File: config.mk
export PLATFORM = sky130hd
export DESIGN_NAME = ndc_decoder
export DESIGN_NICKNAME = d
export VERILOG_FILES = /design/src/pkg/ndc_pkg.sv /design/src/verilog/ndc_op_timer.sv /design/src/verilog/ndc_decoder.sv
export VERILOG_INCLUDE_DIRS = /design/src /design/src/pkg
export SDC_FILE = /design/constraint.sdc
export NUM_CORES = 1
export LEC_CHECK = 0
export ABC_AREA = 0
export ABC_CLOCK_PERIOD_IN_PS = 3800
export BUFFER_PORTS_ARGS = -buffer_cell sky130_fd_sc_hd__buf_2
export CAP_MARGIN = 20
export CORE_AREA = 2 2 81 83
export CTS_CLUSTER_DIAMETER = 120
export DETAILED_ROUTE_END_ITERATION = 8
export DIE_AREA = 0 0 83 85
export PLACE_DENSITY = 0.83
export SETUP_SLACK_MARGIN = 0.15
export SYNTH_ARGS = -nofsm -noshare
export SYNTH_HDL_FRONTEND = slang
export SYNTH_HIERARCHICAL = 1
export SYNTH_SLANG_ARGS = --single-unit
File: constraint.sdc
create_clock -name sys_clk_i -period 3.8 [get_ports sys_clk_i]
set_input_delay 0.76 -clock sys_clk_i [delete_from_list [all_inputs] [get_ports sys_clk_i]]
set_output_delay 0.76 -clock sys_clk_i [all_outputs]
set_load 0.005 [all_outputs]
File: src/pkg/ndc_regs.svh
`ifndef NDC_REGS_SVH
`define NDC_REGS_SVH

// ----------------------------------------------------------------------------
// Command codes
// ----------------------------------------------------------------------------
`define NDC_CMD_SET_DEFAULT   8'hc1
`define NDC_CMD_CLEAR_A       8'hc2
`define NDC_CMD_CLEAR_B       8'hc3
`define NDC_CMD_RESET_GAIN    8'hd5
`define NDC_CMD_ADJ_REG       8'hd6
`define NDC_CMD_CAL_MOD       8'hd7
`define NDC_CMD_CAL_ANT       8'hd8
`define NDC_CMD_MEAS_PHASE    8'hd9
`define NDC_CMD_CLR_RSSI      8'hda
`define NDC_CMD_CAL_CAP       8'hdd
`define NDC_CMD_MEAS_CAP      8'hde
`define NDC_CMD_MASK_RX_TMR   8'he2
`define NDC_CMD_TEST_ACCESS   8'hfc

// ----------------------------------------------------------------------------
// Operation control field positions and reset values
// ----------------------------------------------------------------------------
`define NDC_OPC_EN_BIT        3'd7
`define NDC_OPC_RESET         8'h00
`define NDC_GAIN_RESET        4'h0
`define NDC_TRIM_RESET        8'h00
`define NDC_MOD_RESET         8'h00

// ----------------------------------------------------------------------------
// Timing counts of the engines
// ----------------------------------------------------------------------------
`define NDC_OP_TIME_NS        32'd1000
`define NDC_OP_CYCLES         16'd100
`define NDC_ANT_STEPS         4'd8

`endif

File: src/pkg/ndc_pkg.sv
package ndc_pkg;

    // Decoder states, one hot.
    typedef enum logic [2:0] {
        NDC_IDLE = 3'b001,
        NDC_BUSY = 3'b010,
        NDC_DONE = 3'b100
    } ndc_state_t;

    // Long-running operation that is in progress.
    typedef enum logic [2:0] {
        NDC_OP_NONE  = 3'h0,
        NDC_OP_REG   = 3'h1,
        NDC_OP_MOD   = 3'h2,
        NDC_OP_ANT   = 3'h3,
        NDC_OP_PHASE = 3'h4,
        NDC_OP_CCAL  = 3'h5,
        NDC_OP_CMEAS = 3'h6
    } ndc_op_t;

endpackage

File: src/verilog/ndc_op_timer.sv
`timescale 1ns/10ps
`include "ndc_regs.svh"

// ----------------------------------------------------------------------------
// Operation timer
// ----------------------------------------------------------------------------
module ndc_op_timer (
    input  wire logic        sys_clk_i,
    input  wire logic        rst_i,
    input  wire logic        start_i,
    input  wire logic        abort_i,
    output logic             busy_o,
    output logic             done_o
);
    logic [15:0] count;

    // Counts a fixed operation time and pulses done at its end.
    always_ff @(posedge sys_clk_i) begin
        if (rst_i || abort_i) begin
            count  <= 16'h0000;
            busy_o <= 1'b0;
            done_o <= 1'b0;
        end else if (start_i) begin
            count  <= `NDC_OP_CYCLES;
            busy_o <= 1'b1;
            done_o <= 1'b0;
        end else if (busy_o && count == 16'h0001) begin
            count  <= 16'h0000;
            busy_o <= 1'b0;
            done_o <= 1'b1;
        end else begin
            count  <= busy_o ? count - 16'h0001 : count;
            done_o <= 1'b0;
        end
    end
endmodule

File: src/verilog/ndc_decoder.sv
`timescale 1ns/10ps
`include "ndc_regs.svh"

// How it works
// Gain reset reloads manual gain from receiver config; needs enable; no interrupt.
// Regulator adjust interrupts when done; refused if external regulator select set.
// Modulation calibration enables transmitter, adjusts depth, interrupts when done.
// Antenna calibration steps trim capacitors to resonance; needs enable; interrupts.
// Phase measurement compares transmit and receive signals; needs enable; interrupts.
// Signal strength clear restarts measurement; chaining allowed; no interrupt.
// Capacitive calibration accepted in any mode when manual select is zero.
// Capacitance measurement accepted in every mode and interrupts when done.
// Mask receive timer start accepted only in initial active target mode.
// Test access unlocks test register writes in any mode; no interrupt.
// Commands whose required control bits are not all set are ignored.
// Set default resets registers except the two IO configs and control.
// Set default also drops stored calibration and adjustment results.
// Set default accepted always; FIFO kept untouched when enable clear.
// Nothing may follow set default; it raises no interrupt.
// Clear aborts transfers, empties FIFO, stops timers but wake-up and EMV timer.
// Clear also resets collision display and interrupt registers.
// Host issues clear before loading FIFO for ordinary transmissions.
// Clear accepted only with enable set and oscillator stable.
// Clear allows chaining and raises no interrupt.
// Code c1 is set default.
// Codes c2 and c3 are clear.
// Unused and test-reserved codes are ignored without any effect.
module ndc_decoder
    import ndc_pkg::*;
(
    input  wire logic        sys_clk_i,
    input  wire logic        rst_i,
    input  wire logic        cmd_valid_i,
    input  wire logic [7:0]  cmd_code_i,
    input  wire logic [7:0]  op_ctrl_i,
    input  wire logic        xtal_stable_i,
    input  wire logic        ext_reg_sel_i,
    input  wire logic        cap_manual_cal_i,
    input  wire logic        active_target_init_i,
    input  wire logic        nrt_emv_i,
    input  wire logic [3:0]  manual_gain_i,
    input  wire logic        resonance_i,
    output logic             cmd_accepted_o,
    output logic             cmd_rejected_o,
    output logic             busy_o,
    output logic             irq_o,
    output logic             chain_ok_o,
    output logic             set_default_o,
    output logic             clear_fifo_o,
    output logic             abort_txrx_o,
    output logic             stop_timers_o,
    output logic             stop_nrt_o,
    output logic             clear_irq_regs_o,
    output logic             clear_coll_o,
    output logic             rssi_clear_o,
    output logic             mask_rx_start_o,
    output logic             test_access_o,
    output logic             tx_on_o,
    output logic [3:0]       rx_gain_o,
    output logic [7:0]       antenna_trim_cap_pins_o,
    output logic [7:0]       mod_depth_o,
    output logic             reg_adjusted_o,
    output logic             phase_valid_o,
    output logic             cap_valid_o
);

    // ------------------------------------------------------------------------
    // Acceptance check
    // ------------------------------------------------------------------------

    // Returns whether the code is one this block decodes.
    function automatic logic is_known(input logic [7:0] c);
        case (c)
            `NDC_CMD_SET_DEFAULT, `NDC_CMD_CLEAR_A, `NDC_CMD_CLEAR_B,
            `NDC_CMD_RESET_GAIN, `NDC_CMD_ADJ_REG, `NDC_CMD_CAL_MOD,
            `NDC_CMD_CAL_ANT, `NDC_CMD_MEAS_PHASE, `NDC_CMD_CLR_RSSI,
            `NDC_CMD_CAL_CAP, `NDC_CMD_MEAS_CAP, `NDC_CMD_MASK_RX_TMR,
            `NDC_CMD_TEST_ACCESS: is_known = 1'b1;
            default: is_known = 1'b0;
        endcase
    endfunction

    logic en;
    logic mode_ok;
    logic take;
    logic engine_busy;
    logic timer_busy;
    logic timer_done;
    logic timer_start;
    logic timer_abort;
    ndc_state_t state;
    ndc_op_t    op;
    ndc_op_t    next_op;

    assign en = op_ctrl_i[`NDC_OPC_EN_BIT];

    // Required control bits per command; unknown codes never pass.
    always_comb begin
        mode_ok = 1'b0;
        next_op = NDC_OP_NONE;
        case (cmd_code_i)
            `NDC_CMD_SET_DEFAULT: mode_ok = 1'b1;
            `NDC_CMD_CLEAR_A,
            `NDC_CMD_CLEAR_B:     mode_ok = en && xtal_stable_i;
            `NDC_CMD_RESET_GAIN:  mode_ok = en;
            `NDC_CMD_ADJ_REG: begin
                mode_ok = en && !ext_reg_sel_i;
                next_op = NDC_OP_REG;
            end
            `NDC_CMD_CAL_MOD: begin
                mode_ok = en;
                next_op = NDC_OP_MOD;
            end
            `NDC_CMD_CAL_ANT: begin
                mode_ok = en;
                next_op = NDC_OP_ANT;
            end
            `NDC_CMD_MEAS_PHASE: begin
                mode_ok = en;
                next_op = NDC_OP_PHASE;
            end
            `NDC_CMD_CLR_RSSI:    mode_ok = en;
            `NDC_CMD_CAL_CAP: begin
                mode_ok = !cap_manual_cal_i;
                next_op = NDC_OP_CCAL;
            end
            `NDC_CMD_MEAS_CAP: begin
                mode_ok = 1'b1;
                next_op = NDC_OP_CMEAS;
            end
            `NDC_CMD_MASK_RX_TMR: mode_ok = active_target_init_i;
            `NDC_CMD_TEST_ACCESS: mode_ok = 1'b1;
            default:              mode_ok = 1'b0;
        endcase
    end

    // A new command is taken only while no engine runs, except set default and clear.
    assign engine_busy = (state != NDC_IDLE);
    assign take = cmd_valid_i && mode_ok && is_known(cmd_code_i) &&
                  (!engine_busy || cmd_code_i == `NDC_CMD_SET_DEFAULT ||
                   cmd_code_i == `NDC_CMD_CLEAR_A || cmd_code_i == `NDC_CMD_CLEAR_B);

    assign timer_start = take && (next_op != NDC_OP_NONE);
    assign timer_abort = take && (cmd_code_i == `NDC_CMD_SET_DEFAULT);

    ndc_op_timer u_timer (
        .sys_clk_i (sys_clk_i),
        .rst_i     (rst_i),
        .start_i   (timer_start),
        .abort_i   (timer_abort),
        .busy_o    (timer_busy),
        .done_o    (timer_done)
    );

    // ------------------------------------------------------------------------
    // Operation sequencer
    // ------------------------------------------------------------------------

    // Tracks the running engine and raises the completion interrupt.
    always_ff @(posedge sys_clk_i) begin
        if (rst_i) begin
            state <= NDC_IDLE;
            op    <= NDC_OP_NONE;
            irq_o <= 1'b0;
        end else begin
            irq_o <= 1'b0;
            case (state)
                NDC_IDLE: begin
                    if (timer_start) begin
                        state <= NDC_BUSY;
                        op    <= next_op;
                    end
                end
                NDC_BUSY: begin
                    if (timer_abort) begin
                        state <= NDC_IDLE;
                        op    <= NDC_OP_NONE;
                    end else if (timer_done) begin
                        state <= NDC_DONE;
                    end
                end
                NDC_DONE: begin
                    irq_o <= 1'b1;
                    state <= NDC_IDLE;
                    op    <= NDC_OP_NONE;
                end
                default: begin
                    state <= NDC_IDLE;
                    op    <= NDC_OP_NONE;
                end
            endcase
        end
    end

    // Busy flag for the host.
    always_ff @(posedge sys_clk_i) begin
        if (rst_i) begin
            busy_o <= 1'b0;
        end else begin
            busy_o <= timer_start || (timer_busy && !timer_abort);
        end
    end

    // ------------------------------------------------------------------------
    // Command strobes
    // ------------------------------------------------------------------------

    // One-cycle action strobes and acceptance report.
    always_ff @(posedge sys_clk_i) begin
        if (rst_i) begin
            cmd_accepted_o   <= 1'b0;
            cmd_rejected_o   <= 1'b0;
            chain_ok_o       <= 1'b0;
            set_default_o    <= 1'b0;
            clear_fifo_o     <= 1'b0;
            abort_txrx_o     <= 1'b0;
            stop_timers_o    <= 1'b0;
            stop_nrt_o       <= 1'b0;
            clear_irq_regs_o <= 1'b0;
            clear_coll_o     <= 1'b0;
            rssi_clear_o     <= 1'b0;
            mask_rx_start_o  <= 1'b0;
        end else begin
            cmd_accepted_o   <= take;
            cmd_rejected_o   <= cmd_valid_i && !take;
            chain_ok_o       <= take && (cmd_code_i == `NDC_CMD_CLEAR_A ||
                                         cmd_code_i == `NDC_CMD_CLEAR_B ||
                                         cmd_code_i == `NDC_CMD_CLR_RSSI ||
                                         cmd_code_i == `NDC_CMD_MASK_RX_TMR ||
                                         cmd_code_i == `NDC_CMD_TEST_ACCESS);
            set_default_o    <= take && cmd_code_i == `NDC_CMD_SET_DEFAULT;
            clear_fifo_o     <= take && (cmd_code_i == `NDC_CMD_CLEAR_A ||
                                         cmd_code_i == `NDC_CMD_CLEAR_B ||
                                         (cmd_code_i == `NDC_CMD_SET_DEFAULT && en));
            abort_txrx_o     <= take && (cmd_code_i == `NDC_CMD_CLEAR_A ||
                                         cmd_code_i == `NDC_CMD_CLEAR_B);
            stop_timers_o    <= take && (cmd_code_i == `NDC_CMD_CLEAR_A ||
                                         cmd_code_i == `NDC_CMD_CLEAR_B);
            stop_nrt_o       <= take && !nrt_emv_i &&
                                (cmd_code_i == `NDC_CMD_CLEAR_A ||
                                 cmd_code_i == `NDC_CMD_CLEAR_B);
            clear_irq_regs_o <= take && (cmd_code_i == `NDC_CMD_CLEAR_A ||
                                         cmd_code_i == `NDC_CMD_CLEAR_B);
            clear_coll_o     <= take && (cmd_code_i == `NDC_CMD_CLEAR_A ||
                                         cmd_code_i == `NDC_CMD_CLEAR_B);
            rssi_clear_o     <= take && cmd_code_i == `NDC_CMD_CLR_RSSI;
            mask_rx_start_o  <= take && cmd_code_i == `NDC_CMD_MASK_RX_TMR;
        end
    end

    // Test register write unlock; dropped by set default.
    always_ff @(posedge sys_clk_i) begin
        if (rst_i) begin
            test_access_o <= 1'b0;
        end else if (take && cmd_code_i == `NDC_CMD_SET_DEFAULT) begin
            test_access_o <= 1'b0;
        end else if (take && cmd_code_i == `NDC_CMD_TEST_ACCESS) begin
            test_access_o <= 1'b1;
        end
    end

    // ------------------------------------------------------------------------
    // Receiver gain
    // ------------------------------------------------------------------------

    // Gain reset loads the manual reduction.
    always_ff @(posedge sys_clk_i) begin
        if (rst_i) begin
            rx_gain_o <= `NDC_GAIN_RESET;
        end else if (take && cmd_code_i == `NDC_CMD_SET_DEFAULT) begin
            rx_gain_o <= `NDC_GAIN_RESET;
        end else if (take && cmd_code_i == `NDC_CMD_RESET_GAIN) begin
            rx_gain_o <= manual_gain_i;
        end
    end

    // ------------------------------------------------------------------------
    // Calibration engines and results
    // ------------------------------------------------------------------------

    // Transmitter is held on while the modulation calibration runs.
    always_ff @(posedge sys_clk_i) begin
        if (rst_i) begin
            tx_on_o <= 1'b0;
        end else begin
            tx_on_o <= (timer_start && next_op == NDC_OP_MOD) ||
                       (state == NDC_BUSY && op == NDC_OP_MOD && !timer_abort && !timer_done);
        end
    end

    // Antenna trim steps one capacitor up each cycle until resonance is seen or the pins reach ff, where it holds.
    always_ff @(posedge sys_clk_i) begin
        if (rst_i) begin
            antenna_trim_cap_pins_o <= `NDC_TRIM_RESET;
        end else if (timer_abort) begin
            antenna_trim_cap_pins_o <= `NDC_TRIM_RESET;
        end else if (timer_start && next_op == NDC_OP_ANT) begin
            antenna_trim_cap_pins_o <= `NDC_TRIM_RESET;
        end else if (state == NDC_BUSY && op == NDC_OP_ANT && !resonance_i &&
                     antenna_trim_cap_pins_o != 8'hff) begin
            antenna_trim_cap_pins_o <= antenna_trim_cap_pins_o + 8'h01;
        end
    end

    // Stored results of the other engines, lost on set default.
    always_ff @(posedge sys_clk_i) begin
        if (rst_i || timer_abort) begin
            mod_depth_o    <= `NDC_MOD_RESET;
            reg_adjusted_o <= 1'b0;
            phase_valid_o  <= 1'b0;
            cap_valid_o    <= 1'b0;
        end else if (state == NDC_DONE) begin
            if (op == NDC_OP_MOD) begin
                mod_depth_o <= mod_depth_o + 8'h01;
            end
            if (op == NDC_OP_REG) begin
                reg_adjusted_o <= 1'b1;
            end
            if (op == NDC_OP_PHASE) begin
                phase_valid_o <= 1'b1;
            end
            if (op == NDC_OP_CCAL || op == NDC_OP_CMEAS) begin
                cap_valid_o <= 1'b1;
            end
        end
    end

    // ------------------------------------------------------------------------
    // Checks
    // ------------------------------------------------------------------------
    chk_clear_gate: assert property (@(posedge sys_clk_i) disable iff (rst_i)
        abort_txrx_o |-> $past(en) && $past(xtal_stable_i))
        else $error("Clear taken without enable and stable oscillator.");
    chk_nrt_emv: assert property (@(posedge sys_clk_i) disable iff (rst_i)
        stop_nrt_o |-> !$past(nrt_emv_i) && stop_timers_o)
        else $error("No-response timer stopped in EMV mode.");
    chk_default_fifo: assert property (@(posedge sys_clk_i) disable iff (rst_i)
        (set_default_o && !$past(en)) |-> !clear_fifo_o)
        else $error("FIFO cleared by set default while disabled.");
    chk_gain_load: assert property (@(posedge sys_clk_i) disable iff (rst_i)
        (take && cmd_code_i == `NDC_CMD_RESET_GAIN) |=> rx_gain_o == $past(manual_gain_i))
        else $error("Gain not loaded from manual value.");
    chk_reg_refuse: assert property (@(posedge sys_clk_i) disable iff (rst_i)
        (cmd_valid_i && cmd_code_i == `NDC_CMD_ADJ_REG && ext_reg_sel_i) |=> cmd_rejected_o)
        else $error("Regulator adjust accepted with external select.");
    chk_unknown_ignored: assert property (@(posedge sys_clk_i) disable iff (rst_i)
        (cmd_valid_i && !is_known(cmd_code_i)) |=> cmd_rejected_o && !cmd_accepted_o && !$rose(busy_o))
        else $error("Unused code had an effect.");
    // A set default aborts the engine and legally suppresses the interrupt.
    chk_op_irq: assert property (@(posedge sys_clk_i) disable iff (rst_i || timer_abort)
        (timer_start && !engine_busy) |-> ##[100:103] irq_o)
        else $error("Operation completion interrupt missing.");
    chk_clear_noirq: assert property (@(posedge sys_clk_i) disable iff (rst_i)
        (take && cmd_code_i == `NDC_CMD_CLEAR_A && !engine_busy) |=> !irq_o ##0 chain_ok_o)
        else $error("Clear raised interrupt or forbade chaining.");
    chk_default_wipe: assert property (@(posedge sys_clk_i) disable iff (rst_i)
        set_default_o |-> mod_depth_o == `NDC_MOD_RESET && !phase_valid_o && !test_access_o)
        else $error("Set default kept results.");
    chk_mask_mode: assert property (@(posedge sys_clk_i) disable iff (rst_i)
        mask_rx_start_o |-> $past(active_target_init_i))
        else $error("Mask timer started outside target mode.");

    cov_clear: cover property (@(posedge sys_clk_i) abort_txrx_o);
    cov_default: cover property (@(posedge sys_clk_i) set_default_o);
    cov_irq: cover property (@(posedge sys_clk_i) irq_o);
    cov_test: cover property (@(posedge sys_clk_i) $rose(test_access_o));
endmodule

==> results summary <==
The power per unit of standard cell area came out at 363 nW/µm². The final hold violation count is 0. The count of input and output buffers is 60. STA classifies the critical path startpoint as a primary input. Summed over all cells, the static leakage comes to 1.42 nW. The cell at the root of the clock tree is sky130_fd_sc_hd__clkbuf_8. The final clock period utilization by the worst path is 72.6%.

The number of stages on the worst hold path is 2. The cell row count came out at 29. The worst hold path terminates at rx_gain_o[2]. The die covers 7060 µm². Of all nets on the critical path, the largest fanout is 10. The ratio of routed vias to standard cells came out at 5.34.

The count of warnings emitted by yosys came out at 6. The first global-routing pass estimated 10100 µm of wire. The DRC violation total after the first TritonRoute iteration is 83.

The net total in the final layout is 428. The total routed wirelength is 5980 µm. The starting density of the core came out at 47.3%.

The total clock buffers created by CTS came out at 9. The initial antenna violation count came out at 0. The share of layout cells above drive strength 1 is 23.8%.

The total number of vias came out at 2545. The number of enable flip-flop cells after synthesis is 0. For the worst-skew pair, the clock arrives at the later sink with an insertion delay of 0.33 ns. For the final routed database, the setup TNS stands at 0 ns. The synthesis-to-finish area growth came out at 18.3%.

The final number of setup-violating endpoints is 0. The pin count of the biggest net entering global routing came out at 21. The y dimension of the die came out at 85 µm. The antenna diode instance count came out at 0.

The run finished with clean final reports. The average detailed-routed wire length per instance came out at 12.5 µm. The sum of met2 wire segment lengths after detailed routing came out at 3030 µm.

For the pin with the worst max-slew slack, the measured transition is 0.776 ns. Summed over all layers, the global routing overflow is 0. The number of routed nets with antenna violations is 0. The required time at the worst-slack endpoint is 4.06 ns. The post-route worst hold slack came out at 0.455 ns.

Setup slack on the worst reg-to-reg path comes out at 1.59 ns. The die is 83 µm wide. The maximum buffer depth of the clock tree is 2. The post-synthesis net count is 367.

The worst register-to-register path begins at state[0]. The max-capacitance violation count is 0. TritonCTS built the clock tree.

In this run the number of H-tree levels came out at 3. The routed length on met1 came out at 2620 µm. The max-slew violation count came out at 0.

The mapped netlist covers 2940 µm². The total half-perimeter wirelength after legalization and detailed placement is 4440 µm. The area of the multi-input gates came out at 1630 µm².

Setup repair after global routing left no endpoint under its margin. The highest metal layer carrying signal wires in the routed design is met4. The met3 wire length came out at 244 µm. The worst IR drop on VDD came out at 0.000192 V. The synthesized instance count came out at 334. After synthesis, flip-flops and latches occupy 40.9% of the total area.

The maximum achievable frequency is 0.363 GHz. The worst slew slack as a fraction of its limit is 47.5%. The type of the setup path with the least slack is in -> reg. The post-layout minimum cycle time came out at 2.76 ns. The worst reg2reg path depth came out at 6. The number of different library cells in the post-synthesis netlist came out at 61. The setup fix buffers added after clock tree synthesis is 0. The mean instance size in the synthesized netlist is 8.79 µm². The hold path startpoint is rx_gain_o[2]. The type of the tightest min-delay check is reg -> reg.

The endpoint of the worst-slack reg-to-reg timing path is op[1]. The clock transition time at the flip-flop clock pins of the worst setup and hold paths is 0.07 ns. Before antenna repair, the detailed router went through 4 iterations.

The endpoint arrival time on the critical path is 3.02 ns. The sink count of the clock tree came out at 60. For this run, design rule violations remaining after detail routing come to 0. STA classifies the critical path endpoint as a flop. In the layout the commonest cells are 60 x sky130_fd_sc_hd__dfxtp_1, 60 x sky130_fd_sc_hd__buf_2, 59 x sky130_fd_sc_hd__nor2_1. The floorplan step defined a core boundary enclosing 6200 µm². The I/O pin count came out at 68. The worst clock skew came out at 0.00600 ns. In this run, post-CTS repair resized a total of 0 instances.

The aggregate global-route resource usage came out at 17.0%. The most common flop cell mapped by yosys is sky130_fd_sc_hd__dfxtp_1. After filler insertion, the fill cell instance count of the layout stands at 583. The register area came out at 1200 µm². Synthesis inferred 60 register bits. The via count of the first global-routing pass is 2388. The share of flip-flops with an asynchronous set or reset after synthesis came out at 0%. The cts-stage hold buffer count is 0. At the end of routability-driven placement, the weighted congestion stood at 0.843.
-- metal layers --
metal | up-vias | global-route usage [%]
met5 | - | 0
met4 | 0 | 6.71
met3 | 8 | 3.70
met2 | 61 | 30.0
met1 | 1173 | 20.3
li1 | 1303 | -
-- Yosys cell counts (3+ instances only) --
master	count	area share, %
sky130_fd_sc_hd__nand2_1	31	4.0
sky130_fd_sc_hd__nor3b_1	6	1.5
sky130_fd_sc_hd__nor3_1	9	1.5
sky130_fd_sc_hd__inv_1	9	1.2
sky130_fd_sc_hd__and3_1	7	1.5
sky130_fd_sc_hd__xor2_1	20	6.0
sky130_fd_sc_hd__dfxtp_1	60	41
sky130_fd_sc_hd__nor2_1	59	7.5
sky130_fd_sc_hd__o21ai_0	7	1.2
sky130_fd_sc_hd__buf_4	3	0.77
sky130_fd_sc_hd__a41oi_1	3	0.90
sky130_fd_sc_hd__nand2b_1	4	0.85
sky130_fd_sc_hd__nor2b_1	7	1.5
sky130_fd_sc_hd__xnor2_1	8	2.4
sky130_fd_sc_hd__clkbuf_1	6	0.77
sky130_fd_sc_hd__mux2i_1	6	2.0
sky130_fd_sc_hd__a21oi_1	10	1.7
sky130_fd_sc_hd__nand4_1	9	1.9
sky130_fd_sc_hd__ha_1	4	1.7
sky130_fd_sc_hd__and2_1	3	0.64
sky130_fd_sc_hd__nand3_1	10	1.7
sky130_fd_sc_hd__nor4b_1	3	0.90
-- power breakdown --
group          internal, W  leakage (nW)  switching [W]
Sequential        0.000629         0.483    0.000000293
Combinational    0.0000211         0.836      0.0000363
Clock             0.000323        0.0999       0.000251
Total             0.000974          1.42       0.000287
-- stage by stage --
stage | setup slack (ns) | power, W | utilization [%] | area, µm² | instances
floorplan | 0.797 | 0.000680 | - | 2940 | 334
global placement | 0.717 | 0.000700 | 52.7 | 3270 | 461
detailed placement | 0.704 | 0.000701 | 52.7 | 3270 | 461
CTS | 1.05 | 0.00128 | 56.0 | 3470 | 477
global route | 0.923 | 0.00131 | 56.0 | 3470 | 477
finish | 1.04 | 0.00126 | 56.0 | 3470 | 477
-- registers in the layout (all words and copies together) (netlist names), 3 cells and up --
name	flops
antenna_trim_cap_pins_o	8
mod_depth_o	8
op	3
rx_gain_o	4
state	3
u_timer/count	16
-- cell families after synthesis --
logic type,after synthesis,share of synthesized area (%)
and+or+nand+nor,169,31.2
DFF,60,40.9
AOI/OAI and AO/OA,45,11.6
xor gates and xnor gates,28,8.35
buffers and inverters,20,3.45
muxes,8,2.81
adders and majority gates,4,1.71
-- cell type report --
class	instances	share of cell area (%)
clock buffers	11	4.07
clock inverters	5	1.73
inverters	9	0.973
multi-input cells	254	47.0
flip-flops and latches	60	34.6
well taps	77	2.77
repair buffers	61	8.86
-- critical path, stage by stage --
cell,delay [ns]
sky130_fd_sc_hd__buf_2,0.16
sky130_fd_sc_hd__or4_4,0.58
sky130_fd_sc_hd__or4_1,0.47
sky130_fd_sc_hd__o311a_2,0.14
sky130_fd_sc_hd__a31oi_2,0.37
sky130_fd_sc_hd__mux2_2,0.39
sky130_fd_sc_hd__a21oi_1,0.15
-- worst max path at each step --
stage	startpoint	to	slack, ns	cells after the start
after floorplan	cmd_code_i[3]	u_timer/count[0]	0.80	9
after global placement	cmd_code_i[3]	u_timer/count[1]	0.72	8
after detailed placement	cmd_code_i[3]	op[1]	0.70	7
after CTS	cmd_code_i[3]	op[1]	1.05	7
after global routing	cmd_code_i[3]	rx_gain_o[3]	0.92	7
final	cmd_code_i[3]	op[1]	1.04	7
No activity file was read; power rests on OpenSTA's default activity.
